**src/rtl/cofd_pkg.sv**
```systemverilog
package cofd_pkg;

  // Opcode for register-to-register add
  localparam logic [7:0] COFD_OPC_ADD_RR   = 8'h04;
  // Escaped working register marker in an 8-bit register field
  localparam logic [3:0] COFD_ESC_NIBBLE   = 4'he;
  // Operand kinds carried with each instruction byte
  localparam logic [3:0] COFD_K_REG        = 4'h0;
  localparam logic [3:0] COFD_K_PAIR       = 4'h1;
  localparam logic [3:0] COFD_K_WPAIR      = 4'h2;
  localparam logic [3:0] COFD_K_WIDE_HI    = 4'h3;
  localparam logic [3:0] COFD_K_WIDE_LO    = 4'h4;
  localparam logic [3:0] COFD_K_DA_HI      = 4'h5;
  localparam logic [3:0] COFD_K_DA_LO      = 4'h6;
  localparam logic [3:0] COFD_K_IMM        = 4'h7;
  localparam logic [3:0] COFD_K_VEC        = 4'h8;
  localparam logic [3:0] COFD_K_BITP       = 4'h9;
  localparam logic [3:0] COFD_K_REL        = 4'ha;
  localparam logic [3:0] COFD_K_IDX        = 4'hb;
  // Field positions in a bit/polarity byte: polarity at bit 0, bit index at 3:1
  localparam int         COFD_POL_POS      = 0;
  localparam int         COFD_BIT_LSB      = 1;
  // Reset values
  localparam logic [7:0] COFD_RST_BYTE     = 8'h00;
  localparam logic [11:0] COFD_RST_ADDR12  = 12'h000;
  localparam logic [15:0] COFD_RST_ADDR16  = 16'h0000;

endpackage : cofd_pkg

```
**src/rtl/cofd_operand_decoder.sv**
```systemverilog
`timescale 1ns/1ps
// How it works
// [RULE1] Add opcode 04: source byte, then destination
// [RULE2] Escaped field Ex selects working register x
// [RULE3] Plain register field addresses 0 through 255
// [RULE4] Bit select is three bits, 0-7
// [RULE5] Relative offset signed, added to next PC
// [RULE6] Register pair address even, 00H-FEH
// [RULE7] Working pair index even, 0-14
// [RULE8] Wide register operand is twelve bits
// [RULE9] Direct address is sixteen bits
// [RULE10] Index displacement signed, added to base
// [RULE11] Immediate byte taken straight from stream
// [RULE12] Vector operand is a full byte
// [RULE13] Polarity is a single bit
// [RULE14] Working index n maps to bank base plus n
module cofd_operand_decoder
  import cofd_pkg::*;
(
  // Clock and reset
  input  wire logic        sys_clk_in,
  input  wire logic        reset_n_in,
  // Instruction bytes from fetch, with next PC, index base and working bank base
  input  wire logic        byte_valid_in,
  input  wire logic [7:0]  byte_in,
  input  wire logic        opc_start_in,
  input  wire logic [3:0]  kind_in,
  input  wire logic [15:0] next_pc_in,
  input  wire logic [15:0] index_base_in,
  input  wire logic [7:0]  working_bank_base_in,
  // Decoded operands
  output logic             add_done_out,
  output logic [7:0]       src_loc_out,
  output logic [7:0]       dst_loc_out,
  output logic             op_valid_out,
  output logic [7:0]       reg_loc_out,
  output logic [7:0]       pair_loc_out,
  output logic [11:0]      wide_file_operand_out,
  output logic [15:0]      full_16bit_location_out,
  output logic [7:0]       literal_byte_operand_out,
  output logic [7:0]       vector_out,
  output logic [2:0]       bit_sel_out,
  output logic             polarity_out,
  output logic [15:0]      branch_target_out,
  output logic [15:0]      indexed_loc_out
);

  typedef enum logic [2:0] {
    COFD_IDLE = 3'b001,
    COFD_SRC  = 3'b010,
    COFD_DST  = 3'b100
  } cofd_state_e;

  typedef struct packed {
    cofd_state_e st;
    logic        add_done;
    logic [7:0]  src_loc;
    logic [7:0]  dst_loc;
    logic        op_valid;
    logic [7:0]  reg_loc;
    logic [7:0]  pair_loc;
    logic [3:0]  wide_hi;
    logic [11:0] wide;
    logic [7:0]  da_hi;
    logic [15:0] da;
    logic [7:0]  imm;
    logic [7:0]  vec;
    logic [2:0]  bit_sel;
    logic        pol;
    logic [15:0] target;
    logic [15:0] indexed;
  } cofd_state_s;

  // Reset image of the whole state, built from the package reset values
  localparam cofd_state_s COFD_RST_STATE = '{
    st:       COFD_IDLE,
    add_done: 1'h0,
    src_loc:  COFD_RST_BYTE,
    dst_loc:  COFD_RST_BYTE,
    op_valid: 1'h0,
    reg_loc:  COFD_RST_BYTE,
    pair_loc: COFD_RST_BYTE,
    wide_hi:  COFD_RST_ADDR12[11:8],
    wide:     COFD_RST_ADDR12,
    da_hi:    COFD_RST_ADDR16[15:8],
    da:       COFD_RST_ADDR16,
    imm:      COFD_RST_BYTE,
    vec:      COFD_RST_BYTE,
    bit_sel:  3'h0,
    pol:      1'h0,
    target:   COFD_RST_ADDR16,
    indexed:  COFD_RST_ADDR16
  };

  cofd_state_s s_q;
  cofd_state_s s_d;
  logic [7:0]  mapped_loc;
  logic        mapped_esc;

  // Sign extension shared by relative and indexed displacements
  function automatic logic [15:0] cofd_sext(input logic [7:0] b);
    cofd_sext = {{8{b[7]}}, b};
  endfunction : cofd_sext

  // Escape test shared by the register map checks
  function automatic logic cofd_is_esc(input logic [7:0] f);
    cofd_is_esc = (f[7:4] == COFD_ESC_NIBBLE);
  endfunction : cofd_is_esc

  ////////////////////////////////////////////////////////////////////////////
  cofd_reg_map u_map (
    .field_in             (byte_in),
    .working_bank_base_in (working_bank_base_in),
    .loc_out              (mapped_loc),
    .escaped_out          (mapped_esc)
  );

  ////////////////////////////////////////////////////////////////////////////
  always_comb
  begin
    s_d          = s_q;
    s_d.add_done = 1'b0;
    s_d.op_valid = 1'b0;
    // Add sequence: opcode, then source, then destination
    case (s_q.st)
      COFD_IDLE:
      begin
        if (byte_valid_in && opc_start_in && byte_in == COFD_OPC_ADD_RR) // RULE1
        begin
          s_d.st = COFD_SRC;
        end
      end
      COFD_SRC:
      begin
        if (byte_valid_in)
        begin
          s_d.src_loc = mapped_loc; // RULE1
          s_d.st      = COFD_DST;
        end
      end
      COFD_DST:
      begin
        if (byte_valid_in)
        begin
          s_d.dst_loc  = mapped_loc; // RULE1
          s_d.add_done = 1'b1;
          s_d.st       = COFD_IDLE;
        end
      end
      default:
      begin
        s_d.st = COFD_IDLE;
      end
    endcase
    // Standalone operand bytes, tagged by the fetch side
    if (byte_valid_in && !opc_start_in && s_q.st == COFD_IDLE)
    begin
      s_d.op_valid = 1'b1;
      case (kind_in)
        COFD_K_REG:     s_d.reg_loc = mapped_loc; // RULE3
        // Low bit forced clear: an odd pair address would straddle two pairs
        COFD_K_PAIR:    s_d.pair_loc = {byte_in[7:1], 1'b0}; // RULE6
        COFD_K_WPAIR:   s_d.pair_loc = working_bank_base_in + {4'h0, byte_in[3:1], 1'b0}; // RULE7
        COFD_K_WIDE_HI:
        begin
          s_d.wide_hi  = byte_in[3:0];
          s_d.op_valid = 1'b0;
        end
        COFD_K_WIDE_LO: s_d.wide = {s_q.wide_hi, byte_in}; // RULE8
        COFD_K_DA_HI:
        begin
          s_d.da_hi    = byte_in;
          s_d.op_valid = 1'b0;
        end
        COFD_K_DA_LO:   s_d.da = {s_q.da_hi, byte_in}; // RULE9
        COFD_K_IMM:     s_d.imm = byte_in; // RULE11
        COFD_K_VEC:     s_d.vec = byte_in; // RULE12
        COFD_K_BITP:
        begin
          s_d.bit_sel = byte_in[COFD_BIT_LSB +: 3]; // RULE4
          s_d.pol     = byte_in[COFD_POL_POS]; // RULE13
        end
        COFD_K_REL:     s_d.target = next_pc_in + cofd_sext(byte_in); // RULE5
        COFD_K_IDX:     s_d.indexed = index_base_in + cofd_sext(byte_in); // RULE10
        default:        s_d.op_valid = 1'b0;
      endcase
    end
  end

  always_ff @(posedge sys_clk_in or negedge reset_n_in)
  begin
    if (!reset_n_in)
    begin
      s_q <= COFD_RST_STATE;
    end
    else
    begin
      s_q <= s_d;
    end
  end

  ////////////////////////////////////////////////////////////////////////////
  assign add_done_out             = s_q.add_done;
  assign src_loc_out              = s_q.src_loc;
  assign dst_loc_out              = s_q.dst_loc;
  assign op_valid_out             = s_q.op_valid;
  assign reg_loc_out              = s_q.reg_loc;
  assign pair_loc_out             = s_q.pair_loc;
  assign wide_file_operand_out    = s_q.wide;
  assign full_16bit_location_out  = s_q.da;
  assign literal_byte_operand_out = s_q.imm;
  assign vector_out               = s_q.vec;
  assign bit_sel_out              = s_q.bit_sel;
  assign polarity_out             = s_q.pol;
  assign branch_target_out        = s_q.target;
  assign indexed_loc_out          = s_q.indexed;

  ////////////////////////////////////////////////////////////////////////////
  a_add_order: assert property (@(posedge sys_clk_in) disable iff (!reset_n_in) // RULE1
    add_done_out |-> $past(s_q.st) == COFD_DST)
    else $error("add done without destination phase");

  a_src_capture: assert property (@(posedge sys_clk_in) disable iff (!reset_n_in) // RULE1
    s_q.st == COFD_SRC && byte_valid_in
    |=> src_loc_out == $past(mapped_loc) && s_q.st == COFD_DST)
    else $error("source byte not captured");

  a_dst_capture: assert property (@(posedge sys_clk_in) disable iff (!reset_n_in) // RULE1
    add_done_out |-> dst_loc_out == $past(mapped_loc) && s_q.st == COFD_IDLE)
    else $error("destination byte not captured");

  // Bytes inside an add belong to it, so no standalone kind may report them
  a_add_refuse: assert property (@(posedge sys_clk_in) disable iff (!reset_n_in) // RULE1
    s_q.st != COFD_IDLE |=> !op_valid_out)
    else $error("standalone operand during add");

  a_opc_ignore: assert property (@(posedge sys_clk_in) disable iff (!reset_n_in) // RULE1
    byte_valid_in && opc_start_in && s_q.st == COFD_IDLE && byte_in != COFD_OPC_ADD_RR
    |=> s_q.st == COFD_IDLE && !op_valid_out)
    else $error("foreign opcode acted on");

  a_state_onehot: assert property (@(posedge sys_clk_in) disable iff (!reset_n_in)
    $onehot(s_q.st))
    else $error("sequence state not one-hot");

  a_escape_map: assert property (@(posedge sys_clk_in) disable iff (!reset_n_in) // RULE2 RULE14
    byte_valid_in && !opc_start_in && s_q.st == COFD_IDLE && kind_in == COFD_K_REG
      && cofd_is_esc(byte_in)
    |=> reg_loc_out == $past(working_bank_base_in) + {4'h0, $past(byte_in[3:0])})
    else $error("escaped register not mapped to bank");

  a_plain_reg: assert property (@(posedge sys_clk_in) disable iff (!reset_n_in) // RULE3
    byte_valid_in && !opc_start_in && s_q.st == COFD_IDLE && kind_in == COFD_K_REG
      && !cofd_is_esc(byte_in)
    |=> reg_loc_out == $past(byte_in))
    else $error("plain register changed");

  a_bit_field: assert property (@(posedge sys_clk_in) disable iff (!reset_n_in) // RULE4 RULE13
    byte_valid_in && !opc_start_in && s_q.st == COFD_IDLE && kind_in == COFD_K_BITP
    |=> bit_sel_out == $past(byte_in[3:1]) && polarity_out == $past(byte_in[0]))
    else $error("bit or polarity wrong");

  a_rel_target: assert property (@(posedge sys_clk_in) disable iff (!reset_n_in) // RULE5
    byte_valid_in && !opc_start_in && s_q.st == COFD_IDLE && kind_in == COFD_K_REL
    |=> branch_target_out == $past(next_pc_in) + {{8{$past(byte_in[7])}}, $past(byte_in)})
    else $error("relative target wrong");

  a_idx_target: assert property (@(posedge sys_clk_in) disable iff (!reset_n_in) // RULE10
    byte_valid_in && !opc_start_in && s_q.st == COFD_IDLE && kind_in == COFD_K_IDX
    |=> indexed_loc_out == $past(index_base_in) + {{8{$past(byte_in[7])}}, $past(byte_in)})
    else $error("indexed location wrong");

  a_pair_even: assert property (@(posedge sys_clk_in) disable iff (!reset_n_in) // RULE6
    op_valid_out && $past(kind_in) == COFD_K_PAIR |-> pair_loc_out == {$past(byte_in[7:1]), 1'b0})
    else $error("pair address odd");

  a_wpair_even: assert property (@(posedge sys_clk_in) disable iff (!reset_n_in) // RULE7 RULE14
    op_valid_out && $past(kind_in) == COFD_K_WPAIR
    |-> pair_loc_out == $past(working_bank_base_in) + {4'h0, $past(byte_in[3:1]), 1'b0})
    else $error("working pair not even in bank");

  a_wide_join: assert property (@(posedge sys_clk_in) disable iff (!reset_n_in) // RULE8
    op_valid_out && $past(kind_in) == COFD_K_WIDE_LO
    |-> wide_file_operand_out == {$past(s_q.wide_hi), $past(byte_in)})
    else $error("wide operand join wrong");

  a_da_join: assert property (@(posedge sys_clk_in) disable iff (!reset_n_in) // RULE9
    op_valid_out && $past(kind_in) == COFD_K_DA_LO
    |-> full_16bit_location_out == {$past(s_q.da_hi), $past(byte_in)})
    else $error("direct address join wrong");

  // High halves only stage a value; reporting them would hand out half an address
  a_hi_silent: assert property (@(posedge sys_clk_in) disable iff (!reset_n_in) // RULE8 RULE9
    byte_valid_in && !opc_start_in && s_q.st == COFD_IDLE
      && (kind_in == COFD_K_WIDE_HI || kind_in == COFD_K_DA_HI)
    |=> !op_valid_out)
    else $error("high half reported as operand");

  a_kind_refuse: assert property (@(posedge sys_clk_in) disable iff (!reset_n_in)
    byte_valid_in && !opc_start_in && s_q.st == COFD_IDLE && kind_in > COFD_K_IDX
    |=> !op_valid_out)
    else $error("unknown kind reported");

  a_imm_pass: assert property (@(posedge sys_clk_in) disable iff (!reset_n_in) // RULE11
    op_valid_out && $past(kind_in) == COFD_K_IMM |-> literal_byte_operand_out == $past(byte_in))
    else $error("immediate byte changed");

  a_vec_pass: assert property (@(posedge sys_clk_in) disable iff (!reset_n_in) // RULE12
    op_valid_out && $past(kind_in) == COFD_K_VEC |-> vector_out == $past(byte_in))
    else $error("vector byte changed");

endmodule : cofd_operand_decoder

```
**src/rtl/cofd_reg_map.sv**
```systemverilog
`timescale 1ns/1ps
module cofd_reg_map
  import cofd_pkg::*;
(
  // Raw field and bank pointer
  input  wire logic [7:0]  field_in,
  input  wire logic [7:0]  working_bank_base_in,
  // Resolved location
  output logic      [7:0]  loc_out,
  output logic             escaped_out
);

  always_comb
  begin
    escaped_out = (field_in[7:4] == COFD_ESC_NIBBLE); // RULE2
    if (escaped_out)
    begin
      loc_out = working_bank_base_in + {4'h0, field_in[3:0]}; // RULE14
    end
    else
    begin
      loc_out = field_in; // RULE3
    end
  end

endmodule : cofd_reg_map

```
**config.mk**
```make
export PLATFORM = sky130hd
export DESIGN_NAME = cofd_operand_decoder
export DESIGN_NICKNAME = d
export VERILOG_FILES = /design/src/rtl/cofd_pkg.sv /design/src/rtl/cofd_operand_decoder.sv /design/src/rtl/cofd_reg_map.sv
export SDC_FILE = /design/constraint.sdc
export NUM_CORES = 1
export LEC_CHECK = 0
export ABC_AREA = 1
export ABC_CLOCK_PERIOD_IN_PS = 4200
export BUFFER_PORTS_ARGS = -buffer_cell sky130_fd_sc_hd__buf_2
export CORE_MARGIN = 5
export CORE_UTILIZATION = 55
export CTS_CLUSTER_SIZE = 16
export DETAILED_ROUTE_END_ITERATION = 8
export GPL_TIMING_DRIVEN = 0
export MAX_ROUTING_LAYER = met4
export PLACE_DENSITY = 0.8
export SLEW_MARGIN = 20
export SYNTH_ARGS = -nofsm -noshare
export SYNTH_HDL_FRONTEND = slang
export SYNTH_HIERARCHICAL = 1
export SYNTH_SLANG_ARGS = --single-unit
```
**constraint.sdc**
```tcl
create_clock -name sys_clk_in -period 4.2 [get_ports sys_clk_in]
set_input_delay 0.42 -clock sys_clk_in [delete_from_list [all_inputs] [get_ports sys_clk_in]]
set_output_delay 0.42 -clock sys_clk_in [all_outputs]
set_load 0.01 [all_outputs]
```
### Word level (Yosys, flattened, before mapping)

Index checks and enable logic that the tools add are counted.

| cells by class | value |
|---|---|
| $add $sub $neg | 4 |
| eq/ne operators | 19 |
| muxes and demuxes | 19 |
| reductions and logical operators | 22 |

Operators with widths:

| kind | count |
|---|---|
| $mux W109 | 1 |
| $mux W16 | 3 |
| $mux W8 | 5 |
| $add A16 B16 Y16 | 2 |
| $reduce_and A2 Y1 | 13 |
| $eq A4 B4 Y1 const B | 5 |
| $add A8 B4 Y8 | 2 |
| $eq A4 B3 Y1 const B | 4 |
| $pmux W8 S2 | 1 |
| $mux W12 | 1 |
| $mux W4 | 3 |
| $reduce_or A10 Y1 | 1 |
| $pmux W3 S3 | 1 |
| $eq A4 B2 Y1 const B | 2 |
| $eq A8 B3 Y1 const B | 1 |
| $mux W3 | 2 |
| $ne A2 B2 Y1 const B | 3 |
| $eq A4 B1 Y1 const B | 1 |
| $logic_and A1 B1 Y1 | 4 |
| $logic_not A4 Y1 | 1 |
| $eq A3 B1 Y1 const B | 1 |
| $eq A3 B2 Y1 const B | 1 |
| $eq A3 B3 Y1 const B | 1 |
| $reduce_and A3 Y1 | 1 |
| other kinds (3) | 4 |

| storage, ports and cells | value |
|---|---|
| bits in registers | 129 |
| output and inout port bits | 114 |

### Logic depth before layout (Yosys ltp)

Gate-level depths: netlist (run 1).

| depth | value |
|---|---|
| depth in word-level cells | 4 |
| gate-level depth with buffers | 11 |

### Modules after synthesis

Netlist (run 1), hierarchy kept.

Modules (own cells, without submodules):

| module | instances | cells each | area an instance (sq um) |
|---|---|---|---|
| cofd_operand_decoder | 1 | 1011 | 7732.4 |
| cofd_reg_map | 1 | 66 | 359.1 |

### Worst setup path before layout (run 1)

OpenSTA, ideal clock, no wires.

| path | value |
|---|---|
| path kind | input -> register |
| start point | input byte_in[0] |
| end point | register s_q, in the netlist indexed_loc_out[6] |
| setup time | 0.117 ns |
| arrival time | 1.687 ns |
| setup slack | 2.396 ns |
| stages | 9 |
| cell sequence | ha_1 fa_1 nand2_1 nand2_1 nand3b_1 nand2_1 or2_2 nand3_1 nand2_1 |

| between the ends | value |
|---|---|
| cells in the longest elaborated chain, start to end | 1 |

RTL lines:

| item | line | text |
|---|---|---|
| start, declared | cofd_operand_decoder.sv:25 | `input wire logic [7:0] byte_in,` |
| $add A16 B16 Y16 | cofd_operand_decoder.sv:184 | `COFD_K_IDX: s_d.indexed = index_base_in + cofd_sext(byte_in);` |
| end signal, assigned | cofd_operand_decoder.sv:194 | `s_q <= COFD_RST_STATE;` |
| end signal, assigned | cofd_operand_decoder.sv:198 | `s_q <= s_d;` |
| end, declared | cofd_operand_decoder.sv:95 | `cofd_state_s s_q;` |

No other way between the ends.
A chain may end at the register's enable or synchronous reset.

### Worst setup path after layout (run 1)

| path | value |
|---|---|
| start point | register s_q[126] (netlist name) |
| end point | register s_q, in the netlist branch_target_out[7] |

| between the ends | value |
|---|---|
| cells in the longest elaborated chain, start to end | 3 |

RTL lines:

| item | line | text |
|---|---|---|
| $eq A3 B1 Y1 | cofd_operand_decoder.sv:156 | `if (byte_valid_in && !opc_start_in && s_q.st == COFD_IDLE)` |
| $logic_and A1 B1 Y1 | cofd_operand_decoder.sv:156 |  |
| $reduce_and A2 Y1 (no source line) | -- |  |

No other way between the ends.

==> impl_metrics.toml, run 1 <==
[run_status]
status = "complete, no violations"

[synth]
netlist_area_um2 = 8092
syn_inst = 1077
synth_edf_count = 0
ys.flop_type = "dfrtp_1"
mappedNetlistNets = 1174
yosysUniqueCellTypes = 35
async_flop_share_pct = 100.0
yosysSeqAreaShare_pct = 39.91
syn_avg_cell_area_um2 = 7.513
synth-seq-cells = 129
yosys_warnings = 6

[timing]
finalCriticalPeriod_ns = 2.071
finalHoldViolCount = 0
fin_setup_tns_ns = 0
fmax_mhz = 482.9
rsz0062_at_grt = "false"
final.period_utilization_pct = 49.31
relSlewSlack_pct = 50.94
tightest_slew_ns = 0.7302
clock_skew_ns = 0.01023
setup_viol = 0
finalMaxSlewViolations = 0

[pwr]
p_clk_share_pct = 35.1
power.leakage_nw = 5.700
powerDensity_nw_per_um2 = 430.1
internal_power_mw = 2.926
combPwrFrac_pct = 27.4
ir_drop_mv = 0.3020
switchingPower_mw = 1.297
p_sw_share_pct = 30.71
seq_power_share_pct = 37.5

[clock_tree]
numCtsBuffers = 17
clk_pin_slew_ns = 0.06
worst_skew_pair.late_latency_ns = 0.42
root_buffer = "clkbuf_16"
clkSinkCount = 129
clock_path_buffers = 2
htreeDepth = 4
cts_tree = "done"
cts_resized = 0

[critical_path]
worstSetupStartpoint = "s_q[126]$_DFFE_PN1P_"
worstPathRequired_ns = 4.53
critPathCaptureType = "flop"
reg2reg_slack_ns = 2.13
crit_path_start_kind = "flop"
worstPathArrival_ns = 2.40
path_max_fanout = 6
worstReg2RegStart = "s_q[126]$_DFFE_PN1P_"
crit_end = "branch_target_out[7]$_DFFE_PN0P_"
rr_worst_depth = 6
r2r_end = "branch_target_out[7]$_DFFE_PN0P_"
crit_type = "flop to flop"

[placement]
dp_cells = 1431
port_buffers = 169
dp_hpwl_um = 15250
gp_congestion = 0.9255

[cells_and_area]
fill_cells = 1250
area_growth_pct = 21.34
final_cell_mix = "nand2_1, buf_2, inv_1, dfrtp_1, buf_4"
final_common_cell = "nand2_1"
drive_gt1_share_pct = 26.95
final_cells = 1468
fin_nets = 1364

[detailed_routing]
drtIter0Drc = 461
via_per_inst = 4.951
wirelength_um = 20230
firstDrtPassIters = 5
vias = 7268
final_antenna_net_count = 0
wl_per_cell_um = 13.78
drc = 0

[floorplan]
dieArea_um2 = 17240
core.rowCount = 44
fp.dieW_um = 131.3
core_um2 = 14480
io_pins = 170
dieHeight_um = 131.3
initial_utilization_pct = 55.88

[global_route]
grt_overflow = 0
grt_antenna_before_repair = 3
grt_use_total_pct = 24.46
grt_max_degree = 97
grt_pass1_vias = 7044
grt_pass1_wl_um = 33930

[worst_hold_path]
min_path_type = "input port to flop"

[flow_run]
drv_cap = 0
[worst min-delay path by stage]
stage	start	to	slack, ns	cells after the start
floorplan	reset_n_in	add_done_out$_DFF_PN0_	0.12	0
global placement	indexed_loc_out[1]$_DFFE_PN0P_	indexed_loc_out[1]$_DFFE_PN0P_	0.46	2
detailed placement	reset_n_in	indexed_loc_out[14]$_DFFE_PN0P_	0.32	1
CTS	byte_valid_in	s_q[128]$_DFFE_PN0P_	0.24	2
global route	byte_valid_in	s_q[128]$_DFFE_PN0P_	0.27	2
finish	byte_valid_in	s_q[128]$_DFFE_PN0P_	0.25	2
[cells in the mapped netlist (all sizes together), types with 4 or more instances]
library cell  count  area (um2)
inv             139       524.3
dfrtp           128        3203
ha               37       462.9
a21oi            25       125.1
or2               5       33.78
nand3b            8       60.06
fa                4       80.08
nor2             41       158.9
clkbuf            5       18.77
nor3             14       103.9
nand2           353        1338
nand4             5       31.28
o21ai           110       558.0
xnor2            11       96.34
buf             121       895.9
nand3            64       335.3
[sequential cells by signal (all words and copies together) (netlist names)]
name                      cells
add_done_out                  1
polarity_out                  1
wide_file_operand_out        12
s_q                          15
indexed_loc_out              16
vector_out                    8
src_loc_out                   8
bit_sel_out                   3
dst_loc_out                   8
op_valid_out                  1
reg_loc_out                   8
full_16bit_location_out      16
pair_loc_out                  8
literal_byte_operand_out      8
branch_target_out            16
[metal layers]
| metal | global-route usage (%) | vias up | routed length [um] |
|---|---|---|---|
| met5 | - | - | 0 |
| li1 | - | 3668 | - |
| met3 | 5.772 | 40 | 1333 |
| met2 | 39.70 | 218 | 9796 |
| met1 | 30.40 | 3342 | 8639 |
| met4 | 7.829 | 0 | 458 |
[through the flow]
step / power, mW / utilization (%) / hold slack, ns / instance area, um2 / setup slack (ns)
after floorplan: 2.359 / - / 0.1244 / 8092 / 2.396
after global placement: 2.721 / 63.32 / 0.4602 / 9168 / 0.9853
after detailed placement: 2.761 / 63.58 / 0.3161 / 9205 / 1.750
after CTS: 4.246 / 67.74 / 0.2447 / 9808 / 2.076
after global routing: 4.477 / 67.79 / 0.2676 / 9816 / 1.980
final: 4.223 / 67.81 / 0.2529 / 9818 / 2.129
[repair_timing]
action	CTS	global route
buffers inserted	0	0
hold endpoints to repair	33	0
hold buffers	1	0
[power groups by stage]
stage | Sequential (mW) | Clock, mW | Combinational, mW
2_1_floorplan | 1.56 | 0 | 0.797
3_3_place_gp | 1.59 | 0 | 1.13
3_5_place_dp | 1.60 | 0 | 1.16
4_1_cts | 1.58 | 1.49 | 1.17
5_1_grt | 1.61 | 1.57 | 1.30
6_report | 1.58 | 1.48 | 1.16
[logic make-up (layout without fill, tap and decap cells)]
| group | Yosys count | count (layout) | share of synthesized area (%) |
|---|---|---|---|
| flops | 129 | 129 | 39.91 |
| simple gates | 491 | 491 | 25.55 |
| buf+inv | 266 | 469 | 17.83 |
| compound gates | 138 | 138 | 8.706 |
| other cells | 0 | 4 | 0 |
| xor+xnor | 12 | 12 | 1.299 |
| fa+ha+maj | 41 | 41 | 6.711 |
[critical path, stage by stage (launching register included)]
cell and delay, ns:
dfstp_2 0.55, nand3_1 0.13, inv_1 0.13, nand2_4 0.12, nor3_1 0.59, inv_1 0.22
o21ai_0 0.24
[final cells by class]
class | count | area [um2] | share of cell area (%)
Clock buffer | 18 | 439.2 | 4.473
Antenna cell | 4 | 10.01 | 0.1019
Inverter | 140 | 528.0 | 5.378
Tap cell | 184 | 230.2 | 2.345
Multi-Input combinational cell | 682 | 3420 | 34.83
Buffer | 126 | 914.6 | 9.316
Sequential cell | 129 | 3229 | 32.89
Clock inverter | 14 | 153.9 | 1.567
Timing Repair Buffer | 171 | 893.4 | 9.099
(Power assumes the default switching activity.)
==> inputs of run 2 (changes only) <==
--- a/config.mk
+++ b/config.mk
@@ -6,7 +6,7 @@
 export NUM_CORES = 1
 export LEC_CHECK = 0
 export ABC_AREA = 1
-export ABC_CLOCK_PERIOD_IN_PS = 4200
+export ABC_CLOCK_PERIOD_IN_PS = 2100
 export BUFFER_PORTS_ARGS = -buffer_cell sky130_fd_sc_hd__buf_2
 export CORE_MARGIN = 5
 export CORE_UTILIZATION = 55
==> constraint.sdc (replaced) <==
create_clock -name sys_clk_in -period 2.1 [get_ports sys_clk_in]
set_input_delay 0.21 -clock sys_clk_in [delete_from_list [all_inputs] [get_ports sys_clk_in]]
set_output_delay 0.21 -clock sys_clk_in [all_outputs]
set_load 0.01 [all_outputs]
==> impl_metrics.toml, run 2 (synthesized netlist as in run 1, its figures left out) <==
[floorplan]
core_um2 = 14480
initial_utilization_pct = 55.88
dieHeight_um = 131.3
fp.dieW_um = 131.3
core.rowCount = 44
dieArea_um2 = 17240
io_pins = 170

[global_route]
grt_overflow = 0
grt_use_total_pct = 24.46
grt_pass1_wl_um = 33930
grt_antenna_before_repair = 3
grt_pass1_vias = 7044
grt_max_degree = 97

[clock_tree]
numCtsBuffers = 17
htreeDepth = 4
clkSinkCount = 129
clock_path_buffers = 2
clk_pin_slew_ns = 0.06
root_buffer = "clkbuf_16"
cts_setup_buffers = 0
worst_skew_pair.late_latency_ns = 0.42
cts_tree = "done"

[detailed_routing]
final_antenna_net_count = 0
drc = 0
drtIter0Drc = 466
wl_per_cell_um = 13.78
via_per_inst = 4.964
firstDrtPassIters = 5
wirelength_um = 20240
vias = 7287

[pwr]
powerDensity_nw_per_um2 = 860.1
power.leakage_nw = 5.700
ir_drop_mv = 0.6071

[critical_path]
critPathCaptureType = "flop"
crit_type = "flop to flop"
worstPathArrival_ns = 2.24
path_max_fanout = 10
crit_path_start_kind = "flop"
worstPathRequired_ns = 2.41

[cells_and_area]
design_area_um2 = 9823
fill_cells = 1251
area_growth_pct = 21.40
final_cell_mix = "nand2_1, buf_2, inv_1, dfrtp_1, buf_4"
drive_gt1_share_pct = 27.03
final_cells = 1468
fin_nets = 1364
final_common_cell = "nand2_1"

[timing]
hold_slack_ns = 0.04062
finalCriticalPeriod_ns = 1.930
rsz0062_at_grt = "false"
setup_viol = 0
fmax_mhz = 518.2
relSlewSlack_pct = 61.85
final.period_utilization_pct = 91.89
finalMaxSlewViolations = 0
finalHoldViolCount = 0
tightest_slew_ns = 0.5722
timing.final.ws_setup_ns = 0.1703
clock_skew_ns = 0.01093

[placement]
gp_congestion = 0.9255
port_buffers = 169
dp_cells = 1431
dp_hpwl_um = 15250
pre_cts_ws_ns = -0.1398
dpl_cell_area_um2 = 9205

[flow_run]
drv_cap = 0

[worst_hold_path]
min_path_type = "input port to flop"

[run_status]
status = "complete, no violations"
-- run 2: repair_timing --
action / 4_1_cts / 5_1_grt
endpoints found under the setup margin: 1 / 0
hold buffers: 1 / 0
resized for setup: 1 / 0
endpoints found under the hold margin: 33 / 0
-- run 2: final timing paths --
path	start	end	slack [ns]	cells after the start
worst min register to register	branch_target_out[0]$_DFFE_PN0P_	branch_target_out[0]$_DFFE_PN0P_	0.48	2
worst max register to register	s_q[126]$_DFFE_PN1P_	branch_target_out[5]$_DFFE_PN0P_	0.17	8
worst max-delay path	s_q[126]$_DFFE_PN1P_	branch_target_out[5]$_DFFE_PN0P_	0.17	8
max in group asynchronous	reset_n_in	s_q[126]$_DFFE_PN1P_	1.08	3
worst min-delay path	byte_valid_in	s_q[128]$_DFFE_PN0P_	0.04	2
min in group asynchronous	reset_n_in	indexed_loc_out[14]$_DFFE_PN0P_	0.24	2
-- run 2: area by class of cell --
class,count,area [um2],share of cell area (%)
plain buffers,126,914.6,9.311
repair buffers,171,893.4,9.094
multi-input cells,682,3425,34.86
clock inverters,14,153.9,1.567
inverters,140,528.0,5.375
clock buffers,18,439.2,4.471
well taps,184,230.2,2.344
diodes,4,10.01,0.1019
flip-flops and latches,129,3229,32.87
-- run 2: stage by stage --
step                power, mW  TNS, ns  util (%)
floorplan               4.719        0         -
global placement        5.443  -114.85     63.32
detailed placement      5.523  -0.2443     63.58
CTS                     8.493        0     67.78
global route            8.954        0     67.83
finish                  8.449        0     67.84
-- run 2: worst max-delay path: stages (launching register included) --
cell and delay [ns]:
dfstp_2 0.55, nand3_1 0.13, inv_1 0.13, nand2_4 0.12, nor3_4 0.44, inv_2 0.15
buf_6 0.18, nand2_1 0.06, nand2_1 0.05
-- run 2: metal layers --
| metal | wire length [um] | GRT usage (%) | up-vias |
|---|---|---|---|
| met5 | 0 | - | - |
| met4 | 459 | 7.829 | 0 |
| met3 | 1427 | 5.772 | 39 |
| met2 | 9776 | 39.70 | 227 |
| met1 | 8572 | 30.40 | 3352 |
| li1 | - | - | 3669 |
-- run 2: power by group --
group / switching, mW / leakage (nW) / internal, mW
clock network: 1.17 / 0.289 / 1.79
logic: 1.17 / 3.72 / 1.14
registers: 0.253 / 1.69 / 2.91
total: 2.60 / 5.70 / 5.85
==> inputs of run 3 (changes only) <==
--- a/config.mk
+++ b/config.mk
@@ -8,13 +8,15 @@
 export ABC_AREA = 1
 export ABC_CLOCK_PERIOD_IN_PS = 2100
 export BUFFER_PORTS_ARGS = -buffer_cell sky130_fd_sc_hd__buf_2
+export CELL_PAD_IN_SITES_DETAIL_PLACEMENT = 1
+export CELL_PAD_IN_SITES_GLOBAL_PLACEMENT = 2
 export CORE_MARGIN = 5
-export CORE_UTILIZATION = 55
+export CORE_UTILIZATION = 31
 export CTS_CLUSTER_SIZE = 16
 export DETAILED_ROUTE_END_ITERATION = 8
 export GPL_TIMING_DRIVEN = 0
 export MAX_ROUTING_LAYER = met4
-export PLACE_DENSITY = 0.8
+export PLACE_DENSITY_LB_ADDON = 0.1
 export SLEW_MARGIN = 20
 export SYNTH_ARGS = -nofsm -noshare
 export SYNTH_HDL_FRONTEND = slang
==> impl_metrics.toml, run 3 (synthesized netlist as in run 1, its figures left out) <==
[run_status]
status = "complete, no violations"

[critical_path]
crit_path_start_kind = "input port"
worstPathRequired_ns = 2.41
r2r_end = "literal_byte_operand_out[3]$_DFFE_PN0P_"
critPathCaptureType = "flop"
worstReg2RegStart = "s_q[126]$_DFFE_PN1P_"
worstPathArrival_ns = 2.19
path_max_fanout = 9
cpPeakStageDelay_ns = 0.59
crit_end = "pair_loc_out[7]$_DFFE_PN0P_"
critPathTopFamily = "buffers and inverters"
crit_type = "input port to flop"
path_buf_inv = 3
worst-path-stages = 11
reg2reg_slack_ns = 0.23
rr_worst_depth = 7
worstSetupStartpoint = "byte_in[2]"
cp_cell_sequence = "buf_2 -> clkinv_1 -> fa_1 -> inv_1 -> a21oi_1 -> nor3_1 -> nand2_1 -> nand2_1 -> nand3_1 -> nand2_1 -> nand2_1"
crit_top_cell = "nand2_1"
timing.critical_path.slowest_stage_cell = "fa_1"

[cells_and_area]
final_cells = 1619
area_growth_pct = 23.80
fin_util_pct = 38.66
final_cell_mix = "nand2_1, buf_2, inv_1, dfrtp_1, buf_4"
drive_gt1_share_pct = 27.15
final_common_cell = "nand2_1"
design_area_um2 = 10020
fin_nets = 1366

[global_route]
grt_pass1_vias = 7582
grt_use_total_pct = 17.63
grt_overflow = 0
grt_antenna_before_repair = 2
grt_pass1_wl_um = 39580
grt_max_degree = 94

[pwr]
powerDensity_nw_per_um2 = 854.3
combPwrFrac_pct = 27.4
seq_power_share_pct = 36.9
internal_power_mw = 5.749
switchingPower_mw = 2.809
power.leakage_nw = 5.707
ir_drop_mv = 0.4510
p_sw_share_pct = 32.82
p_clk_share_pct = 35.7

[placement]
gp_congestion = 0.7839
dpl_cell_area_um2 = 9394
pre_cts_ws_ns = -0.2531
dp_hpwl_um = 18900
dp_cells = 1582
port_buffers = 169

[timing]
finalCriticalPeriod_ns = 1.884
fin_setup_tns_ns = 0
rsz0062_at_grt = "false"
tightest_slew_ns = 0.5692
setup_viol = 0
fmax_mhz = 530.9
finalMaxSlewViolations = 0
relSlewSlack_pct = 62.06
timing.final.ws_setup_ns = 0.2165
finalHoldViolCount = 0
clock_skew_ns = 0.01065
final.period_utilization_pct = 89.69

[clock_tree]
htreeDepth = 4
worst_skew_pair.late_latency_ns = 0.42
root_buffer = "clkbuf_16"
clk_pin_slew_ns = 0.06
numCtsBuffers = 17
cts_tree = "done"
clock_path_buffers = 2
clkSinkCount = 129

[floorplan]
initial_utilization_pct = 31.23
core.rowCount = 59
fp.dieW_um = 171.6
dieArea_um2 = 29430
io_pins = 170
dieHeight_um = 171.6
core_um2 = 25910

[flow_run]
drv_cap = 0

[detailed_routing]
final_antenna_net_count = 0
drtIter0Drc = 310
firstDrtPassIters = 4
drc = 0
via_per_inst = 4.408
wl_per_cell_um = 15.08
wirelength_um = 24420
vias = 7136

[worst_hold_path]
hold_depth = 2
min_path_type = "input port to flop"
## run 3: worst min path at each step
stage                   from  slack [ns]                                end
2_1_floorplan     reset_n_in       -0.09             add_done_out$_DFF_PN0_
3_3_place_gp   byte_valid_in        0.45               s_q[128]$_DFFE_PN0P_
3_5_place_dp      reset_n_in        0.11  branch_target_out[11]$_DFFE_PN0P_
4_1_cts        byte_valid_in        0.02               s_q[128]$_DFFE_PN0P_
5_1_grt        byte_valid_in        0.05               s_q[128]$_DFFE_PN0P_
6_report       byte_valid_in        0.04               s_q[128]$_DFFE_PN0P_
## run 3: per-stage QoR
stage                     total power [mW]  hold WS [ns]
final                                8.558       0.03849
after global routing                 9.160       0.04923
after CTS                            8.741       0.02028
after detailed placement             5.601        0.1116
after global placement               5.546        0.4539
after floorplan                      4.719      -0.08559
## run 3: final cells by class
type                       instances  area (um2)
sequential                       129        3229
inverter                         140       528.0
clock inverter                    15       162.7
multi-input combinational        682        3425
tap                              335       419.2
buffer                           126       914.6
clock buffer                      17       425.4
fill                            3292       15890
timing repair buffer             173       908.4
antenna                            2       5.005
## run 3: power groups by stage
stage	Combinational, mW	Clock [mW]	Sequential, mW
4_1_cts	2.41	3.17	3.16
3_5_place_dp	2.40	0	3.20
6_report	2.34	3.06	3.16
3_3_place_gp	2.35	0	3.20
2_1_floorplan	1.59	0	3.12
5_1_grt	2.68	3.27	3.21
## run 3: worst reg2reg max path, stage by stage (launching register included)
cell     delay (ns)
dfstp_2        0.54
nand3_1        0.12
inv_1          0.13
nand2_4        0.12
inv_4          0.13
nand3_1        0.28
buf_2          0.30
o21ai_0        0.17
## run 3: layer usage
metal | global-route usage [%] | vias to the layer above | part of all wire (%)
li1 | - | 3669 | -
met3 | 3.057 | 13 | 4.2
met1 | 21.63 | 3350 | 45
met2 | 30.50 | 104 | 50
met4 | 3.893 | 0 | 0.62
met5 | - | - | 0
## run 3: repair_timing
| item | CTS | global route |
|---|---|---|
| buffers inserted | 0 | 2 |
| gates resized for setup | 0 | 1 |
| hold buffers | 1 | 0 |
| hold endpoints to repair | 36 | 0 |
| endpoints found under the setup margin | 0 | 15 |
